File: config.mk
export PLATFORM = sky130hd
export DESIGN_NAME = srack_device_flat
export DESIGN_NICKNAME = d
export VERILOG_FILES = /design/src/srack_pkg.sv /design/src/srack_if.sv /design/src/srack_device.sv /design/src/flat_wrapper.sv
export VERILOG_INCLUDE_DIRS = /design/src
export SDC_FILE = /design/constraint.sdc
export NUM_CORES = 1
export LEC_CHECK = 0
export BUFFER_PORTS_ARGS = -buffer_cell sky130_fd_sc_hd__buf_2
export CAP_MARGIN = 20
export CORE_MARGIN = 5
export CORE_UTILIZATION = 48
export CTS_CLUSTER_SIZE = 10
export DETAILED_ROUTE_END_ITERATION = 10
export PLACE_DENSITY = 0.87
export SETUP_SLACK_MARGIN = 0.05
export SYNTH_ARGS = -nofsm -noshare
export SYNTH_HDL_FRONTEND = slang
export SYNTH_SLANG_ARGS = --single-unit
File: constraint.sdc
create_clock -name i_mclk -period 1.9 [get_ports i_mclk]
set_input_delay 0.38 -clock i_mclk [delete_from_list [all_inputs] [get_ports i_mclk]]
set_output_delay 0.38 -clock i_mclk [all_outputs]
set_load 0.005 [all_outputs]
File: src/srack_params.svh
`ifndef SRACK_PARAMS_SVH
`define SRACK_PARAMS_SVH

// Request type indexes, shared by vectors, lines and context registers.
`define SRACK_RX 2'h0
`define SRACK_TX 2'h1
`define SRACK_MODEM 2'h2

// Device register offsets on the four-bit link address.
`define SRACK_SUMMARY_OFS 4'h0
`define SRACK_RX_CTX_OFS 4'h1
`define SRACK_TX_CTX_OFS 4'h2
`define SRACK_MODEM_CTX_OFS 4'h3
`define SRACK_CAS_OFS 4'h4
`define SRACK_EOS_OFS 4'h5
`define SRACK_LVB_OFS 4'h6
`define SRACK_RX_CH_OFS 4'h7
`define SRACK_TX_CH_OFS 4'h8
`define SRACK_MODEM_CH_OFS 4'h9
`define SRACK_RX_VEC_OFS 4'ha
`define SRACK_TX_VEC_OFS 4'hb
`define SRACK_MODEM_VEC_OFS 4'hc

// Context register fields.
`define SRACK_CTX_CH_LSB 0
`define SRACK_CTX_CODE_LSB 2
`define SRACK_CTX_FAIR_BIT 5
`define SRACK_CTX_SERVICE_BIT 6
`define SRACK_CTX_PENDING_BIT 7

// Middle codes of the context registers, one per type.
`define SRACK_CTX_CODE_RX 3'h4
`define SRACK_CTX_CODE_TX 3'h5
`define SRACK_CTX_CODE_MODEM 3'h6

// Vector type codes in the low three vector bits.
`define SRACK_VEC_MODEM 3'h1
`define SRACK_VEC_TX 3'h2
`define SRACK_VEC_RX_GOOD 3'h3
`define SRACK_VEC_RX_EXC 3'h7

// Host controller register offsets on its user port.
`define SRACK_H_ADDR_OFS 3'h0
`define SRACK_H_WRITE_OFS 3'h1
`define SRACK_H_READ_OFS 3'h2
`define SRACK_H_RESULT_OFS 3'h3
`define SRACK_H_STATUS_OFS 3'h4

// Host read command kinds in the low bits of a read order.
`define SRACK_H_RD_PLAIN 2'h0
`define SRACK_H_RD_ACK_RX 2'h1
`define SRACK_H_RD_ACK_TX 2'h2
`define SRACK_H_RD_ACK_MODEM 2'h3

// Reset values.
`define SRACK_RESET_BYTE 8'h00
`define SRACK_ACK_IDLE 3'h7

`endif

File: src/srack_pkg.sv
package srack_pkg;

    // Service context of the device.
    typedef enum logic [1:0] {
        SRACK_IDLE,
        SRACK_HW_SERVICE,
        SRACK_SW_SERVICE
    } srack_ctx_t;

    typedef logic [7:0] srack_byte_t;

endpackage

File: src/srack_if.sv
`timescale 1ns/1ps
`default_nettype none

interface srack_if;
    logic [3:0] addr;
    logic [7:0] wdata;
    logic wr;
    logic rd;
    logic cs_n;
    logic [2:0] ack_n;
    logic grant_in_n;
    logic grant_out_n;
    logic [7:0] rdata;
    logic [2:0] req_oe;
    logic [2:0] req_line_n;

    // Open-drain request lines are pulled high unless the device drives them low.
    assign req_line_n = ~req_oe;

    modport dev (
        input addr, wdata, wr, rd, cs_n, ack_n, grant_in_n, req_line_n,
        output rdata, req_oe, grant_out_n
    );

    modport host (
        output addr, wdata, wr, rd, cs_n, ack_n, grant_in_n,
        input rdata, req_line_n, grant_out_n
    );
endinterface

`default_nettype wire

File: src/srack_device.sv
// Notes on behaviour
// Summary low bits show inverted request lines.
// Host acknowledges by read with acknowledge input.
// Any write to end_of_service ends acknowledge.
// Host reads channel id after acknowledge.
// Context switch possible by register accesses only.
// Pending type loads its context register.
// Context value written to channel_access_select switches.
// Polled host copies context into channel_access_select.
// Context: channel low, code middle, status high.
// Middle code unique per type.
// Polled end: write back, upper two cleared.
// Channel registers valid only after switch.
// Unused acknowledge and grant inputs held high.
// Chain arbitration only with hardware acknowledges.
// Open-drain request outputs, shared line monitored.
// Grant from acknowledges; pass feeds next grant.
// Post only when fairness bit inactive.
// Granted pending device claims, drives vector.
// Granted without pending: pass grant onward.
// Host loads chip id into vector base.
// Grant out of chain end flags abort.
// Vector: base upper five, type code low.
// Type codes 001, 010, 011, 111.
// Request stays until acknowledged, then drops.
//
// Implementation choices: the address map and the strobed register port.
`include "srack_params.svh"
`timescale 1ns/1ps
`default_nettype none

module srack_device (
    // Clock and reset.
    input wire logic i_mclk,
    input wire logic i_rst_n,
    // Link to the host.
    srack_if.dev bus,
    // Request events from the channel scanner, one per type.
    input wire logic [2:0] i_req_event,
    input wire logic [5:0] i_req_channel,
    input wire logic i_rx_exception,
    // Service context state.
    output logic o_in_service,
    output logic [1:0] o_service_type,
    output logic [1:0] o_service_channel
);

    ////////////////////////////////////////////////////////////////////////////
    // Decoding helpers.

    // Middle code that names each request type in its context register.
    function automatic logic [2:0] ctx_code(input logic [1:0] t);
        case (t)
            `SRACK_RX: ctx_code = `SRACK_CTX_CODE_RX;
            `SRACK_TX: ctx_code = `SRACK_CTX_CODE_TX;
            default: ctx_code = `SRACK_CTX_CODE_MODEM;
        endcase
    endfunction

    // Offset of the context register for each request type.
    function automatic logic [3:0] ctx_ofs(input logic [1:0] t);
        case (t)
            `SRACK_RX: ctx_ofs = `SRACK_RX_CTX_OFS;
            `SRACK_TX: ctx_ofs = `SRACK_TX_CTX_OFS;
            default: ctx_ofs = `SRACK_MODEM_CTX_OFS;
        endcase
    endfunction

    ////////////////////////////////////////////////////////////////////////////
    // State.

    srack_pkg::srack_ctx_t state;
    logic [1:0] svc_type;
    logic [1:0] svc_ch;
    logic [2:0] pend;
    logic [2:0] posted;
    logic [2:0] fair_ok;
    logic [2:0] ack_hit;
    logic [2:0] cas_hit;
    logic [2:0] take;
    logic [1:0] ch_saved [3];
    logic [2:0] vec_code [3];
    logic [7:0] ctx_view [3];
    logic [7:0] lvb;
    logic reg_wr;
    logic reg_rd;
    logic any_ack_rd;
    logic idle;
    logic hw_end;
    logic sw_end;
    logic [1:0] take_type;
    logic [2:0] acked_pending;

    assign idle = (state == srack_pkg::SRACK_IDLE);
    // Normal register access needs the chip select; acknowledges come without it.
    assign reg_wr = bus.wr & ~bus.cs_n;
    assign reg_rd = bus.rd & ~bus.cs_n;
    assign any_ack_rd = bus.rd & ~(&bus.ack_n);

    ////////////////////////////////////////////////////////////////////////////
    // Per-type request logic.

    genvar t;
    generate
        for (t = 0; t < 3; t++) begin : g_type
            // Another device holding the shared line low makes posting unfair.
            assign fair_ok[t] = bus.req_line_n[t] | posted[t];
            // Hardware acknowledge of this type, granted and claimed.
            assign ack_hit[t] = bus.rd & ~bus.ack_n[t] & ~bus.grant_in_n & posted[t] & idle;
            // Context value copied into channel_access_select.
            assign cas_hit[t] = reg_wr && bus.addr == `SRACK_CAS_OFS && pend[t] && idle
                && bus.wdata[4:2] == ctx_code(2'(t));
            assign take[t] = ack_hit[t] | cas_hit[t];

            // Context register view: pending, in service, waiting, code, channel.
            assign ctx_view[t] = {pend[t],
                (~idle && svc_type == 2'(t)),
                pend[t] & ~fair_ok[t] & ~posted[t],
                ctx_code(2'(t)),
                ch_saved[t]};

            // Pending flag; a new event wins over the clear of a take.
            always_ff @(posedge i_mclk or negedge i_rst_n) begin
                if (!i_rst_n) begin
                    pend[t] <= 1'b0;
                end else if (i_req_event[t] && (!pend[t] || take[t])) begin
                    pend[t] <= 1'b1;
                end else if (take[t]) begin
                    pend[t] <= 1'b0;
                end
            end

            // Channel captured when the request is first raised.
            always_ff @(posedge i_mclk or negedge i_rst_n) begin
                if (!i_rst_n) begin
                    ch_saved[t] <= 2'h0;
                end else if (i_req_event[t] && (!pend[t] || take[t])) begin
                    ch_saved[t] <= i_req_channel[2*t +: 2];
                end
            end

            // Posting waits for a fair turn and holds until taken.
            always_ff @(posedge i_mclk or negedge i_rst_n) begin
                if (!i_rst_n) begin
                    posted[t] <= 1'b0;
                end else if (take[t]) begin
                    posted[t] <= 1'b0;
                end else if (pend[t] && fair_ok[t]) begin
                    posted[t] <= 1'b1;
                end
            end

            // Vector type code fixed at posting time.
            always_ff @(posedge i_mclk or negedge i_rst_n) begin
                if (!i_rst_n) begin
                    vec_code[t] <= 3'h0;
                end else if (pend[t] && fair_ok[t] && !posted[t]) begin
                    if (t == 0) begin
                        vec_code[t] <= i_rx_exception ? `SRACK_VEC_RX_EXC : `SRACK_VEC_RX_GOOD;
                    end else if (t == 1) begin
                        vec_code[t] <= `SRACK_VEC_TX;
                    end else begin
                        vec_code[t] <= `SRACK_VEC_MODEM;
                    end
                end
            end
        end
    endgenerate

    // Open-drain drive: enable low on the shared line while posted.
    assign bus.req_oe = posted;

    // Acknowledged types that this device holds posted.
    assign acked_pending = ~bus.ack_n & posted;
    // Grant passes on only when no posted request of the acknowledged type.
    assign bus.grant_out_n = ~(~bus.grant_in_n & any_ack_rd & ~(|acked_pending));

    ////////////////////////////////////////////////////////////////////////////
    // Service context.

    // Lowest taken type; at most one switch happens per cycle.
    always_comb begin
        take_type = `SRACK_RX;
        if (take[0]) begin
            take_type = `SRACK_RX;
        end else if (take[1]) begin
            take_type = `SRACK_TX;
        end else if (take[2]) begin
            take_type = `SRACK_MODEM;
        end
    end

    // Hardware context ends on any write to end_of_service.
    assign hw_end = state == srack_pkg::SRACK_HW_SERVICE && reg_wr
        && bus.addr == `SRACK_EOS_OFS;
    // Polled context ends on write-back with the upper two bits cleared.
    assign sw_end = state == srack_pkg::SRACK_SW_SERVICE && reg_wr
        && bus.addr == ctx_ofs(svc_type) && bus.wdata[7:6] == 2'h0
        && bus.wdata[4:2] == ctx_code(svc_type);

    // Context state machine.
    always_ff @(posedge i_mclk or negedge i_rst_n) begin
        if (!i_rst_n) begin
            state <= srack_pkg::SRACK_IDLE;
        end else begin
            case (state)
                srack_pkg::SRACK_IDLE: begin
                    if (|ack_hit) begin
                        state <= srack_pkg::SRACK_HW_SERVICE;
                    end else if (|cas_hit) begin
                        state <= srack_pkg::SRACK_SW_SERVICE;
                    end
                end
                srack_pkg::SRACK_HW_SERVICE: begin
                    if (hw_end) begin
                        state <= srack_pkg::SRACK_IDLE;
                    end
                end
                srack_pkg::SRACK_SW_SERVICE: begin
                    if (sw_end) begin
                        state <= srack_pkg::SRACK_IDLE;
                    end
                end
                default: state <= srack_pkg::SRACK_IDLE;
            endcase
        end
    end

    // Type and channel of the context being served.
    always_ff @(posedge i_mclk or negedge i_rst_n) begin
        if (!i_rst_n) begin
            svc_type <= 2'h0;
            svc_ch <= 2'h0;
        end else if (|take) begin
            svc_type <= take_type;
            svc_ch <= ch_saved[take_type];
        end
    end

    assign o_in_service = ~idle;
    assign o_service_type = svc_type;
    assign o_service_channel = svc_ch;

    ////////////////////////////////////////////////////////////////////////////
    // Registers.

    // Vector base, written by the host with its chip identification.
    always_ff @(posedge i_mclk or negedge i_rst_n) begin
        if (!i_rst_n) begin
            lvb <= `SRACK_RESET_BYTE;
        end else if (reg_wr && bus.addr == `SRACK_LVB_OFS) begin
            lvb <= bus.wdata;
        end
    end

    // Read data one cycle after the strobe; claimed acknowledges return the vector.
    always_ff @(posedge i_mclk or negedge i_rst_n) begin
        if (!i_rst_n) begin
            bus.rdata <= `SRACK_RESET_BYTE;
        end else if (|ack_hit) begin
            bus.rdata <= {lvb[7:3], vec_code[take_type]};
        end else if (reg_rd) begin
            case (bus.addr)
                `SRACK_SUMMARY_OFS: bus.rdata <= {5'h00, ~bus.req_line_n};
                `SRACK_RX_CTX_OFS: bus.rdata <= ctx_view[0];
                `SRACK_TX_CTX_OFS: bus.rdata <= ctx_view[1];
                `SRACK_MODEM_CTX_OFS: bus.rdata <= ctx_view[2];
                `SRACK_LVB_OFS: bus.rdata <= lvb;
                `SRACK_RX_CH_OFS: bus.rdata <= {6'h00, (!idle && svc_type == `SRACK_RX)
                    ? svc_ch : 2'h0};
                `SRACK_TX_CH_OFS: bus.rdata <= {6'h00, (!idle && svc_type == `SRACK_TX)
                    ? svc_ch : 2'h0};
                `SRACK_MODEM_CH_OFS: bus.rdata <= {6'h00, (!idle && svc_type == `SRACK_MODEM)
                    ? svc_ch : 2'h0};
                `SRACK_RX_VEC_OFS: bus.rdata <= {lvb[7:3], vec_code[0]};
                `SRACK_TX_VEC_OFS: bus.rdata <= {lvb[7:3], vec_code[1]};
                `SRACK_MODEM_VEC_OFS: bus.rdata <= {lvb[7:3], vec_code[2]};
                default: bus.rdata <= `SRACK_RESET_BYTE;
            endcase
        end else begin
            bus.rdata <= `SRACK_RESET_BYTE;
        end
    end

endmodule

`default_nettype wire

File: src/flat_wrapper.sv
// flat-port wrapper written by rule: the top's interface ports become plain ports
module srack_device_flat 
  (i_mclk, i_rst_n, i_req_event, i_req_channel, i_rx_exception, o_in_service, o_service_type, o_service_channel, bus_addr, bus_wdata, bus_wr, bus_rd, bus_cs_n, bus_ack_n, bus_grant_in_n, bus_rdata, bus_req_oe, bus_grant_out_n);
  srack_if bus_i ();
  input wire logic i_mclk;
  input wire logic i_rst_n;
  input wire logic [2:0] i_req_event;
  input wire logic [5:0] i_req_channel;
  input wire logic i_rx_exception;
  output logic o_in_service;
  output logic [1:0] o_service_type;
  output logic [1:0] o_service_channel;
  input wire logic [$bits(bus_i.addr)-1:0] bus_addr;
  input wire logic [$bits(bus_i.wdata)-1:0] bus_wdata;
  input wire logic [$bits(bus_i.wr)-1:0] bus_wr;
  input wire logic [$bits(bus_i.rd)-1:0] bus_rd;
  input wire logic [$bits(bus_i.cs_n)-1:0] bus_cs_n;
  input wire logic [$bits(bus_i.ack_n)-1:0] bus_ack_n;
  input wire logic [$bits(bus_i.grant_in_n)-1:0] bus_grant_in_n;
  output wire logic [$bits(bus_i.rdata)-1:0] bus_rdata;
  output wire logic [$bits(bus_i.req_oe)-1:0] bus_req_oe;
  output wire logic [$bits(bus_i.grant_out_n)-1:0] bus_grant_out_n;
  assign bus_i.addr = bus_addr;
  assign bus_i.wdata = bus_wdata;
  assign bus_i.wr = bus_wr;
  assign bus_i.rd = bus_rd;
  assign bus_i.cs_n = bus_cs_n;
  assign bus_i.ack_n = bus_ack_n;
  assign bus_i.grant_in_n = bus_grant_in_n;
  assign bus_rdata = bus_i.rdata;
  assign bus_req_oe = bus_i.req_oe;
  assign bus_grant_out_n = bus_i.grant_out_n;
  srack_device u_core (.i_mclk(i_mclk), .i_rst_n(i_rst_n), .bus(bus_i), .i_req_event(i_req_event), .i_req_channel(i_req_channel), .i_rx_exception(i_rx_exception), .o_in_service(o_in_service), .o_service_type(o_service_type), .o_service_channel(o_service_channel));
endmodule
==> summary.md, run 1 <==
| Metric | Value |
|---|---|
| Synth cell types | `50` |
| Cells after DPL | `311` |
| GR Overflow Total | `0` |
| Final wirelength | `5433 µm` |
| Core Area | `4058 µm²` |
| Post-Synth XOR/XNOR Area | `0` |
| DRC viols | `0` |
| Worst IR drop on VDD | `0.7141 mV` |
| Yosys warns | `0` |
| Top Ports | `48` |
| Leading cell type in the layout, fill and taps excluded | `buf_2` |
| Reg2reg end | `u_core.bus.rdata[3]` |
| Mux contribution to synthesized area | `0.1031` |
| Mapped Cells | `200` |
| Routed Antenna Nets | `0` |
| Area contributors post-synth | `dfrtp_1, mux2_2, nand2_1, nor2_1, mux2_1` |
| Die Wd | `75.37 µm` |
| Largest net degree at the start of global routing | `39` |
| Vias/cell | `5.834` |
| Pwr per Cell Area | `970.6 nW/µm²` |
| R2R depth | `6` |
| Clk pwr share | `0.219` |
| WP data arrival | `1.97 ns` |
| Fill cells | `342` |
| Setup TNS | `0 ns` |
| Crit-path max FO | `5` |
| Reg power frac | `0.485` |
| # nets final | `300` |
| Post-Syn Area | `2051 µm²` |
| H-tree levels | `2` |
| Main combinational cell family by area after synthesis | `simple AND/OR/NAND/NOR gates` |
| Final HPWL from detailed placement | `4210 µm` |
| First-pass GRT wire length | `9114 µm` |
| Worst-Margin Slew | `0.4419 ns` |
| FF-to-FF setup slack | `0.12 ns` |
| Final worst slack | `0.1153 ns` |
| Num CTS Buffers | `5` |
| Instance area at placement | `2510 µm²` |
| Required time worst endpoint | `2.09 ns` |
| Clock skew | `0.01327 ns` |
| Die Area | `5680 µm²` |
| Most frequent cells in the layout | `buf_2, dfrtp_1, buf_4` |
| Post-cts hold buffer count | `0` |
| RR Startpoint | `u_core.bus.req_oe[1]` |
| Synthesized Nets | `231` |
| Final std cells w/o fill | `320` |
| RSZ-0062 raised after global routing | `yes` |
| Vias in the first global route | `1948` |
| Status | `finished, final reports clean` |
| Internal power | `1.712 mW` |
| P&R area growth vs syn | `28.37%` |
| Root buffer cell | `clkbuf_8` |
| Initial drt markers | `227` |
| Layout cells sized above 1 | `0.3815` |
| Die H | `75.37 µm` |
| Pre-CTS setup slack | `-0.1486 ns` |
| Final Wtd Congestion | `0.9766` |
| Skew-Pair Late Insertion Delay | `0.29 ns` |
| Leak | `1.202 nW` |
| Starting Density | `0.5054` |
| Register area share after synthesis | `0.4637` |
| Design area | `2633 µm²` |
| Rel. slew slack | `0.7015` |
| Total GRT Usage | `0.2163` |
| # port buffers | `47` |
| Critical path type | `reg -> reg` |
| Antenna violations before repair | `0` |
| Hold crit path type | `in -> async` |
| Clk slew on worst S/H paths | `0.08 ns` |
| Setup crit start | `u_core.bus.req_oe[1]` |
| Critical Path Start Type | `flop` |
| Post-Synth Adder-Cell Area | `0` |
| Simple-gate share of the synthesized area | `0.2062` |
| Final Hold Fails | `0` |
| Max Freq | `560.3 MHz` |
| Clock sinks | `38` |
| Logic pwr share | `0.296` |
| Max Buffers Root-to-Sink | `2` |
| Area fraction in compound gates after synthesis | `0.2001` |
| Switching power | `0.8426 mW` |
| Min Tclk post-route | `1.785 ns` |
| Crit end category | `flop` |
| CTS tree | `built` |
| # setup viols final | `0` |
| DR pass1 iterations | `5` |
| Max Cap Violations | `0` |
| WL per Instance | `16.98 µm` |
| # diodes | `0` |
| Synth area leader | `dfrtp_1` |
| Yosys top cell area share | `0.4637` |
| Worst setup path end | `u_core.bus.rdata[3]` |
| Row count | `23` |
| Sw Ratio | `0.3298` |
| Max-slew violations | `0` |
| Synthesized area per cell | `10.25 µm²` |
| Via count | `1867` |
| Synth Register Bits | `38` |
| Final Cycle Share | `0.9393` |
metal layers:
metal	GRT usage	part of all wire
met1	0.2954	0.41
met2	0.3346	0.50
met3	0.05805	0.072
met4	0.07379	0.017
met5	0	0
sequential cells by signal (all words and copies together) (netlist names):
signal and cells:
u_core.vec_code 4, u_core.ch_saved 6, u_core.o_service_channel 2, u_core.ctx_view 3, u_core.bus.req_oe 3, u_core.bus.rdata 8
u_core.o_service_type 2, u_core.state 2, u_core.lvb 8
cell type report:
cell class	count	area, µm²	area share
inverters	7	26.28	0.009981
clock buffers	7	86.33	0.03279
repair buffers	69	432.9	0.1644
multi-input cells	148	1069	0.4059
flip-flops and latches	38	950.9	0.3612
clock inverters	1	5.005	0.001901
well taps	50	62.56	0.02376
stage by stage:
step | total power, mW | hold WS [ns] | utilization
floorplan | 1.615 | 0.08441 | -
global placement | 1.926 | 0.3560 | 0.6186
detailed placement | 1.965 | 0.3702 | 0.6186
CTS | 2.539 | 0.05098 | 0.6429
global route | 2.719 | 0.05569 | 0.6488
finish | 2.555 | 0.03951 | 0.6488
worst min path at each step:
stage / start / to / slack [ns] / depth (start not counted)
3_3_place_gp: i_rst_n / u_core.bus.rdata[5] / 0.36 / 2
2_1_floorplan: i_rst_n / u_core.bus.rdata[0] / 0.08 / 0
5_1_grt: i_rst_n / u_core.bus.rdata[3] / 0.06 / 2
4_1_cts: i_rst_n / u_core.bus.rdata[4] / 0.05 / 2
3_5_place_dp: i_rst_n / u_core.bus.rdata[4] / 0.37 / 2
6_report: i_rst_n / u_core.bus.rdata[4] / 0.04 / 2
worst max-delay path: stages, from the launching register on:
cell,delay [ns]
dfrtp_1,0.43
nor2b_1,0.28
nor2_4,0.08
o31ai_1,0.39
nor3_1,0.08
buf_4,0.16
a32o_1,0.25
power groups by stage:
| stage | logic, mW | registers [mW] | clock network (mW) |
|---|---|---|---|
| floorplan | 0.442 | 1.17 | 0 |
| global placement | 0.686 | 1.24 | 0 |
| detailed placement | 0.721 | 1.24 | 0 |
| CTS | 0.729 | 1.23 | 0.577 |
| global route | 0.840 | 1.26 | 0.615 |
| finish | 0.756 | 1.24 | 0.559 |
logic make-up (layout without fill, tap and decap cells):
logic type,Yosys count,after routing
multiplexers,18,18
AND/OR/NAND/NOR,78,78
flip-flops,38,38
buffers and inverters,14,84
AO/OA/AOI/OAI,52,52
what timing repair did:
item,4_1_cts,5_1_grt
buffers inserted,0,1
pin swaps,0,2
endpoints found under the setup margin,2,5
gates resized for setup,2,4
endpoints found under the hold margin,0,0
Yosys cell counts (all sizes together):
cell type	n
nand3	9
nor3b	2
buf	3
mux4	1
a21oi	6
o21bai	1
a221o	2
nand2b	7
o21a	1
nor4b	1
nor4	1
a21o	7
mux2	15
inv	7
a32o	2
nor4bb	1
o211ai	1
and4bb	1
o41ai	1
clkbuf	4
nand4	4
nor2	18
a21boi	3
a22o	4
nor3	3
o31ai	3
a221oi	2
nor2b	7
o22ai	4
or2	3
dfrtp	38
o31a	1
a311oi	1
a31oi	2
o21ai	7
nand2	17
a22oi	3
mux2i	2
and2	1
nand3b	2
and3b	1
o32ai	1
Power figures use the tool's default switching activity.
==> run 2: changes to the inputs <==
--- a/config.mk
+++ b/config.mk
@@ -13,6 +13,7 @@
 export CTS_CLUSTER_SIZE = 10
 export DETAILED_ROUTE_END_ITERATION = 10
 export PLACE_DENSITY = 0.87
+export RECOVER_POWER = 50
 export SETUP_SLACK_MARGIN = 0.05
 export SYNTH_ARGS = -nofsm -noshare
 export SYNTH_HDL_FRONTEND = slang
==> summary.md, run 2 (synthesis gave the netlist of run 1 again) <==
| Metric | Value |
|---|---|
| Worst Path Buf+Inv | `2` |
| Initial drt markers | `232` |
| # nets final | `300` |
| Via count | `1863` |
| Die Wd | `75.37 µm` |
| Final HPWL from detailed placement | `4210 µm` |
| Setup crit start | `u_core.state[0]` |
| Instance area at placement | `2510 µm²` |
| Max Cap Violations | `0` |
| Top Ports | `48` |
| DR pass1 iterations | `5` |
| Cell Chain, Critical Path | `nor2_4, nand4_4, buf_4, o22ai_2, inv_2, a21boi_2, mux2_2` |
| Max Buffers Root-to-Sink | `2` |
| Die Area | `5680 µm²` |
| Critical Path Start Type | `flop` |
| Rel. slew slack | `0.3733` |
| Largest net degree at the start of global routing | `39` |
| Reg2reg end | `u_core.ch_saved[0]` |
| Pwr per Cell Area | `974.7 nW/µm²` |
| Design area | `2613 µm²` |
| R2R depth | `7` |
| Crit end category | `flop` |
| Hold crit path type | `in -> reg` |
| Final wirelength | `5417 µm` |
| Clock sinks | `38` |
| Vias/cell | `5.822` |
| Total GRT Usage | `0.2163` |
| Reg area | `950.9 µm²` |
| Max-slew violations | `0` |
| Fill cells | `346` |
| DRC viols | `0` |
| Critical path type | `reg -> reg` |
| Top Registers | `u_core.bus.rdata (8), u_core.lvb (8), u_core.ch_saved (6)` |
| Crit-path max FO | `4` |
| Max Freq | `563.9 MHz` |
| Post-cts hold buffer count | `0` |
| RR Startpoint | `u_core.state[0]` |
| CTS tree | `built` |
| P&R area growth vs syn | `27.39%` |
| Worst-Margin Slew | `0.9401 ns` |
| Source of the worst hold timing path | `i_req_event[0]` |
| CP top delay family | `flip-flops` |
| CP peak stage delay | `0.41 ns` |
| GR Overflow Total | `0` |
| Num CTS Buffers | `5` |
| Layout cells sized above 1 | `0.3667` |
| WL per Instance | `16.93 µm` |
| Die H | `75.37 µm` |
| First-pass GRT wire length | `9114 µm` |
| Final Cycle Share | `0.9333` |
| RSZ-0062 raised after global routing | `yes` |
| Antenna violations before repair | `0` |
| # port buffers | `47` |
| Leading cell type in the layout, fill and taps excluded | `buf_2` |
| Core Area | `4058 µm²` |
| # diodes | `0` |
| Skew-Pair Late Insertion Delay | `0.29 ns` |
| WP data arrival | `1.95 ns` |
| Worst IR drop on VDD | `0.7139 mV` |
| Final Hold Fails | `0` |
| H-tree levels | `2` |
| Starting Density | `0.5054` |
| Vias in the first global route | `1948` |
| Row count | `23` |
| Multi-input logic area | `1069 µm²` |
| Hold slack | `0.2740 ns` |
| Hold depth | `2` |
| Final Wtd Congestion | `0.9766` |
| Root buffer cell | `clkbuf_8` |
| Clock skew | `0.01327 ns` |
| Min Tclk post-route | `1.773 ns` |
| Most frequent cells in the layout | `buf_2, dfrtp_1, buf_4` |
| Clk slew on worst S/H paths | `0.07 ns` |
| # setup viols final | `0` |
| Required time worst endpoint | `2.07 ns` |
| Leak | `1.180 nW` |
| CP max-delay cell | `dfrtp_1` |
| Routed Antenna Nets | `0` |
| Status | `finished, final reports clean` |
| Hold Path Sink | `u_core.ctx_view[23]` |
| FF-to-FF setup slack | `0.13 ns` |
[run 2: power breakdown]
part | internal, mW | switching, mW
Sequential | 1.02 | 0.220
Combinational | 0.397 | 0.353
Clock | 0.292 | 0.266
Total | 1.71 | 0.839
[run 2: cell type report]
cell class,instances,share of cell area
Timing Repair Buffer,69,0.1580
Multi-Input combinational cell,148,0.4090
Clock buffer,7,0.03305
Sequential cell,38,0.3640
Inverter,7,0.01006
Tap cell,50,0.02395
Clock inverter,1,0.001916
[run 2: worst register-to-register path, delay by kind of cell (launching register included)]
| family | cells | cell delay, ns |
|---|---|---|
| compound gates | 2 | 0.34 |
| buf+inv | 2 | 0.24 |
| flops | 1 | 0.41 |
| mux | 1 | 0.36 |
| simple gates | 2 | 0.32 |
[run 2: timing repair]
action                                  4_1_cts  5_1_grt
endpoints found under the setup margin        2        5
pin swaps                                     0        2
gates resized for setup                       2        4
setup buffers                                 0        1
[run 2: through the flow]
step / std cells / power (mW) / setup TNS [ns] / util / setup slack [ns]
detailed placement: 311 / 1.965 / -0.8078 / 0.6186 / -0.1486
global placement: 311 / 1.926 / -0.2668 / 0.6186 / -0.06379
finish: 320 / 2.546 / 0 / 0.6438 / 0.1267
floorplan: 200 / 1.615 / 0 / - / 0.003053
CTS: 319 / 2.539 / 0 / 0.6429 / 0.08678
global route: 320 / 2.713 / 0 / 0.6438 / 0.000006661
[run 2: routing by layer]
layer | up-vias | global-route usage | part of all wire | wire length [µm]
met5 | - | 0 | 0 | 0
met3 | 15 | 0.05805 | 0.075 | 404
met1 | 886 | 0.2954 | 0.41 | 2214
met4 | 0 | 0.07379 | 0.019 | 104
met2 | 86 | 0.3346 | 0.50 | 2695
li1 | 876 | - | - | -
[run 2: worst max-delay path by stage]
stage,end,slack (ns),cells past startpoint
after floorplan,u_core.ch_saved[4],0.003,6
after global placement,u_core.ch_saved[0],-0.06,8
after detailed placement,u_core.ch_saved[0],-0.15,8
after CTS,u_core.ch_saved[0],0.09,7
after global routing,bus_grant_out_n,0.000007,6
final,u_core.ch_saved[0],0.13,7
==> run 3: changes to the inputs <==
--- a/config.mk
+++ b/config.mk
@@ -12,7 +12,7 @@
 export CORE_UTILIZATION = 48
 export CTS_CLUSTER_SIZE = 10
 export DETAILED_ROUTE_END_ITERATION = 10
-export PLACE_DENSITY = 0.87
+export PLACE_DENSITY = 0.86
 export RECOVER_POWER = 50
 export SETUP_SLACK_MARGIN = 0.05
 export SYNTH_ARGS = -nofsm -noshare
==> summary.md, run 3 (synthesis gave the netlist of run 1 again) <==
| Metric | Value |
|---|---|
| Status | `finished, final reports clean` |
| Leak | `1.210 nW` |
| First-pass GRT wire length | `9480 µm` |
| Setup TNS | `0 ns` |
| Clk slew on worst S/H paths | `0.08 ns` |
| DRC viols | `0` |
| Max Buffers Root-to-Sink | `2` |
| Worst IR drop on VDD | `0.6736 mV` |
| Crit end category | `flop` |
| Skew-Pair Late Insertion Delay | `0.30 ns` |
| Instance area at placement | `2512 µm²` |
| Critical path type | `reg -> reg` |
| P&R area growth vs syn | `29.77%` |
| # setup viols final | `0` |
| Fill cells | `300` |
| Cells after DPL | `313` |
| Required time worst endpoint | `2.08 ns` |
| Die Wd | `75.37 µm` |
| Pre-CTS setup slack | `-0.1383 ns` |
| Max Cap Violations | `0` |
| Hold slack | `0.2328 ns` |
| Min Tclk post-route | `1.865 ns` |
| Via count | `2002` |
| # port buffers | `47` |
| Total power | `2.612 mW` |
| Hold crit path type | `in -> async` |
| WL per Instance | `18.16 µm` |
| Final design utilization | `0.6559` |
| Num CTS Buffers | `5` |
| Die Area | `5680 µm²` |
| Multi-input logic area | `1101 µm²` |
| Top Ports | `48` |
| H-tree levels | `2` |
| Layout cells sized above 1 | `0.3927` |
| Critical Path Start Type | `flop` |
| Total GRT Usage | `0.2257` |
| Starting Density | `0.5054` |
| Row count | `23` |
| GR Overflow Total | `0` |
| Largest net degree at the start of global routing | `22` |
| Most frequent cells in the layout | `buf_2, dfrtp_1, buf_4` |
| Vias/cell | `6.160` |
| Pwr per Cell Area | `981.5 nW/µm²` |
| CTS tree | `built` |
| Die H | `75.37 µm` |
| RSZ-0062 raised after global routing | `yes` |
| Vias in the first global route | `2007` |
| Final std cells w/o fill | `325` |
| Max Freq | `536.3 MHz` |
| DR pass1 iterations | `5` |
| Max-slew violations | `0` |
| Final worst slack | `0.03529 ns` |
| Clock skew | `0.004831 ns` |
| WP data arrival | `2.05 ns` |
| Final Cycle Share | `0.9814` |
| Worst-Margin Slew | `1.034 ns` |
| Final HPWL from detailed placement | `4369 µm` |
| Clock sinks | `38` |
| Root buffer cell | `clkbuf_8` |
| Leading cell type in the layout, fill and taps excluded | `buf_2` |
| # diodes | `0` |
| Reg area | `952.2 µm²` |
| Antenna violations before repair | `0` |
| # nets final | `305` |
| Final wirelength | `5903 µm` |
| Core Area | `4058 µm²` |
| Initial drt markers | `161` |
| Routed Antenna Nets | `0` |
| Final Hold Fails | `0` |
| Rel. slew slack | `0.3110` |
| Top Registers | `u_core.bus.rdata (8), u_core.lvb (8), u_core.ch_saved (6)` |
| Final Wtd Congestion | `0.9024` |
| Design area | `2661 µm²` |
| Crit-path max FO | `5` |
## run 3: cell types whose count changed in the layout (fill, tap and decap cells not counted), sizes merged
cell / delta
buf: +3
clkinv: +1
clkinvlp: +1
## run 3: worst paths after layout
check,start,end,slack [ns],cells past startpoint
max in group asynchronous,i_rst_n,u_core.bus.req_oe[0],0.58,2
worst min-delay path,i_rst_n,u_core.lvb[5],0.23,1
min in group i_mclk,i_req_event[1],u_core.ctx_view[15],0.27,2
worst max-delay path,u_core.state[1],u_core.ch_saved[5],0.04,6
worst min register to register,u_core.lvb[5],u_core.bus.rdata[5],0.49,1
worst max register to register,u_core.state[1],u_core.ch_saved[5],0.04,6
## run 3: where the power goes
group	switching, mW	internal [mW]	leakage [nW]	total (mW)
Combinational	0.376	0.426	0.713	0.801
Clock	0.304	0.258	0.0441	0.562
Sequential	0.231	1.02	0.452	1.25
## run 3: final cells by class
type	instances	area share
clock buffer	5	0.02586
sequential	38	0.3578
tap	50	0.02351
clock inverter	3	0.007992
timing repair buffer	74	0.1613
multi-input combinational	148	0.4137
inverter	7	0.009873
## run 3: metal layers
layer | GRT usage | part of all wire | vias up
met4 | 0.09709 | 0.020 | 0
met5 | 0 | 0 | -
li1 | - | - | 884
met1 | 0.2812 | 0.38 | 970
met2 | 0.3682 | 0.51 | 128
met3 | 0.06332 | 0.094 | 20
## run 3: worst max-delay path, cell delays in order (launching register included)
cell and delay, ns:
dfrtp_2 0.44, nor2_4 0.22, nand4_4 0.18, o32ai_4 0.32
inv_2 0.10, a21boi_4 0.17, mux2_4 0.32
## run 3: what timing repair did
action | CTS | global route
setup endpoints to repair | 10 | 11
buffers inserted | 1 | 3
pin swaps | 3 | 4
hold buffers | 0 | 0
resized for setup | 1 | 10
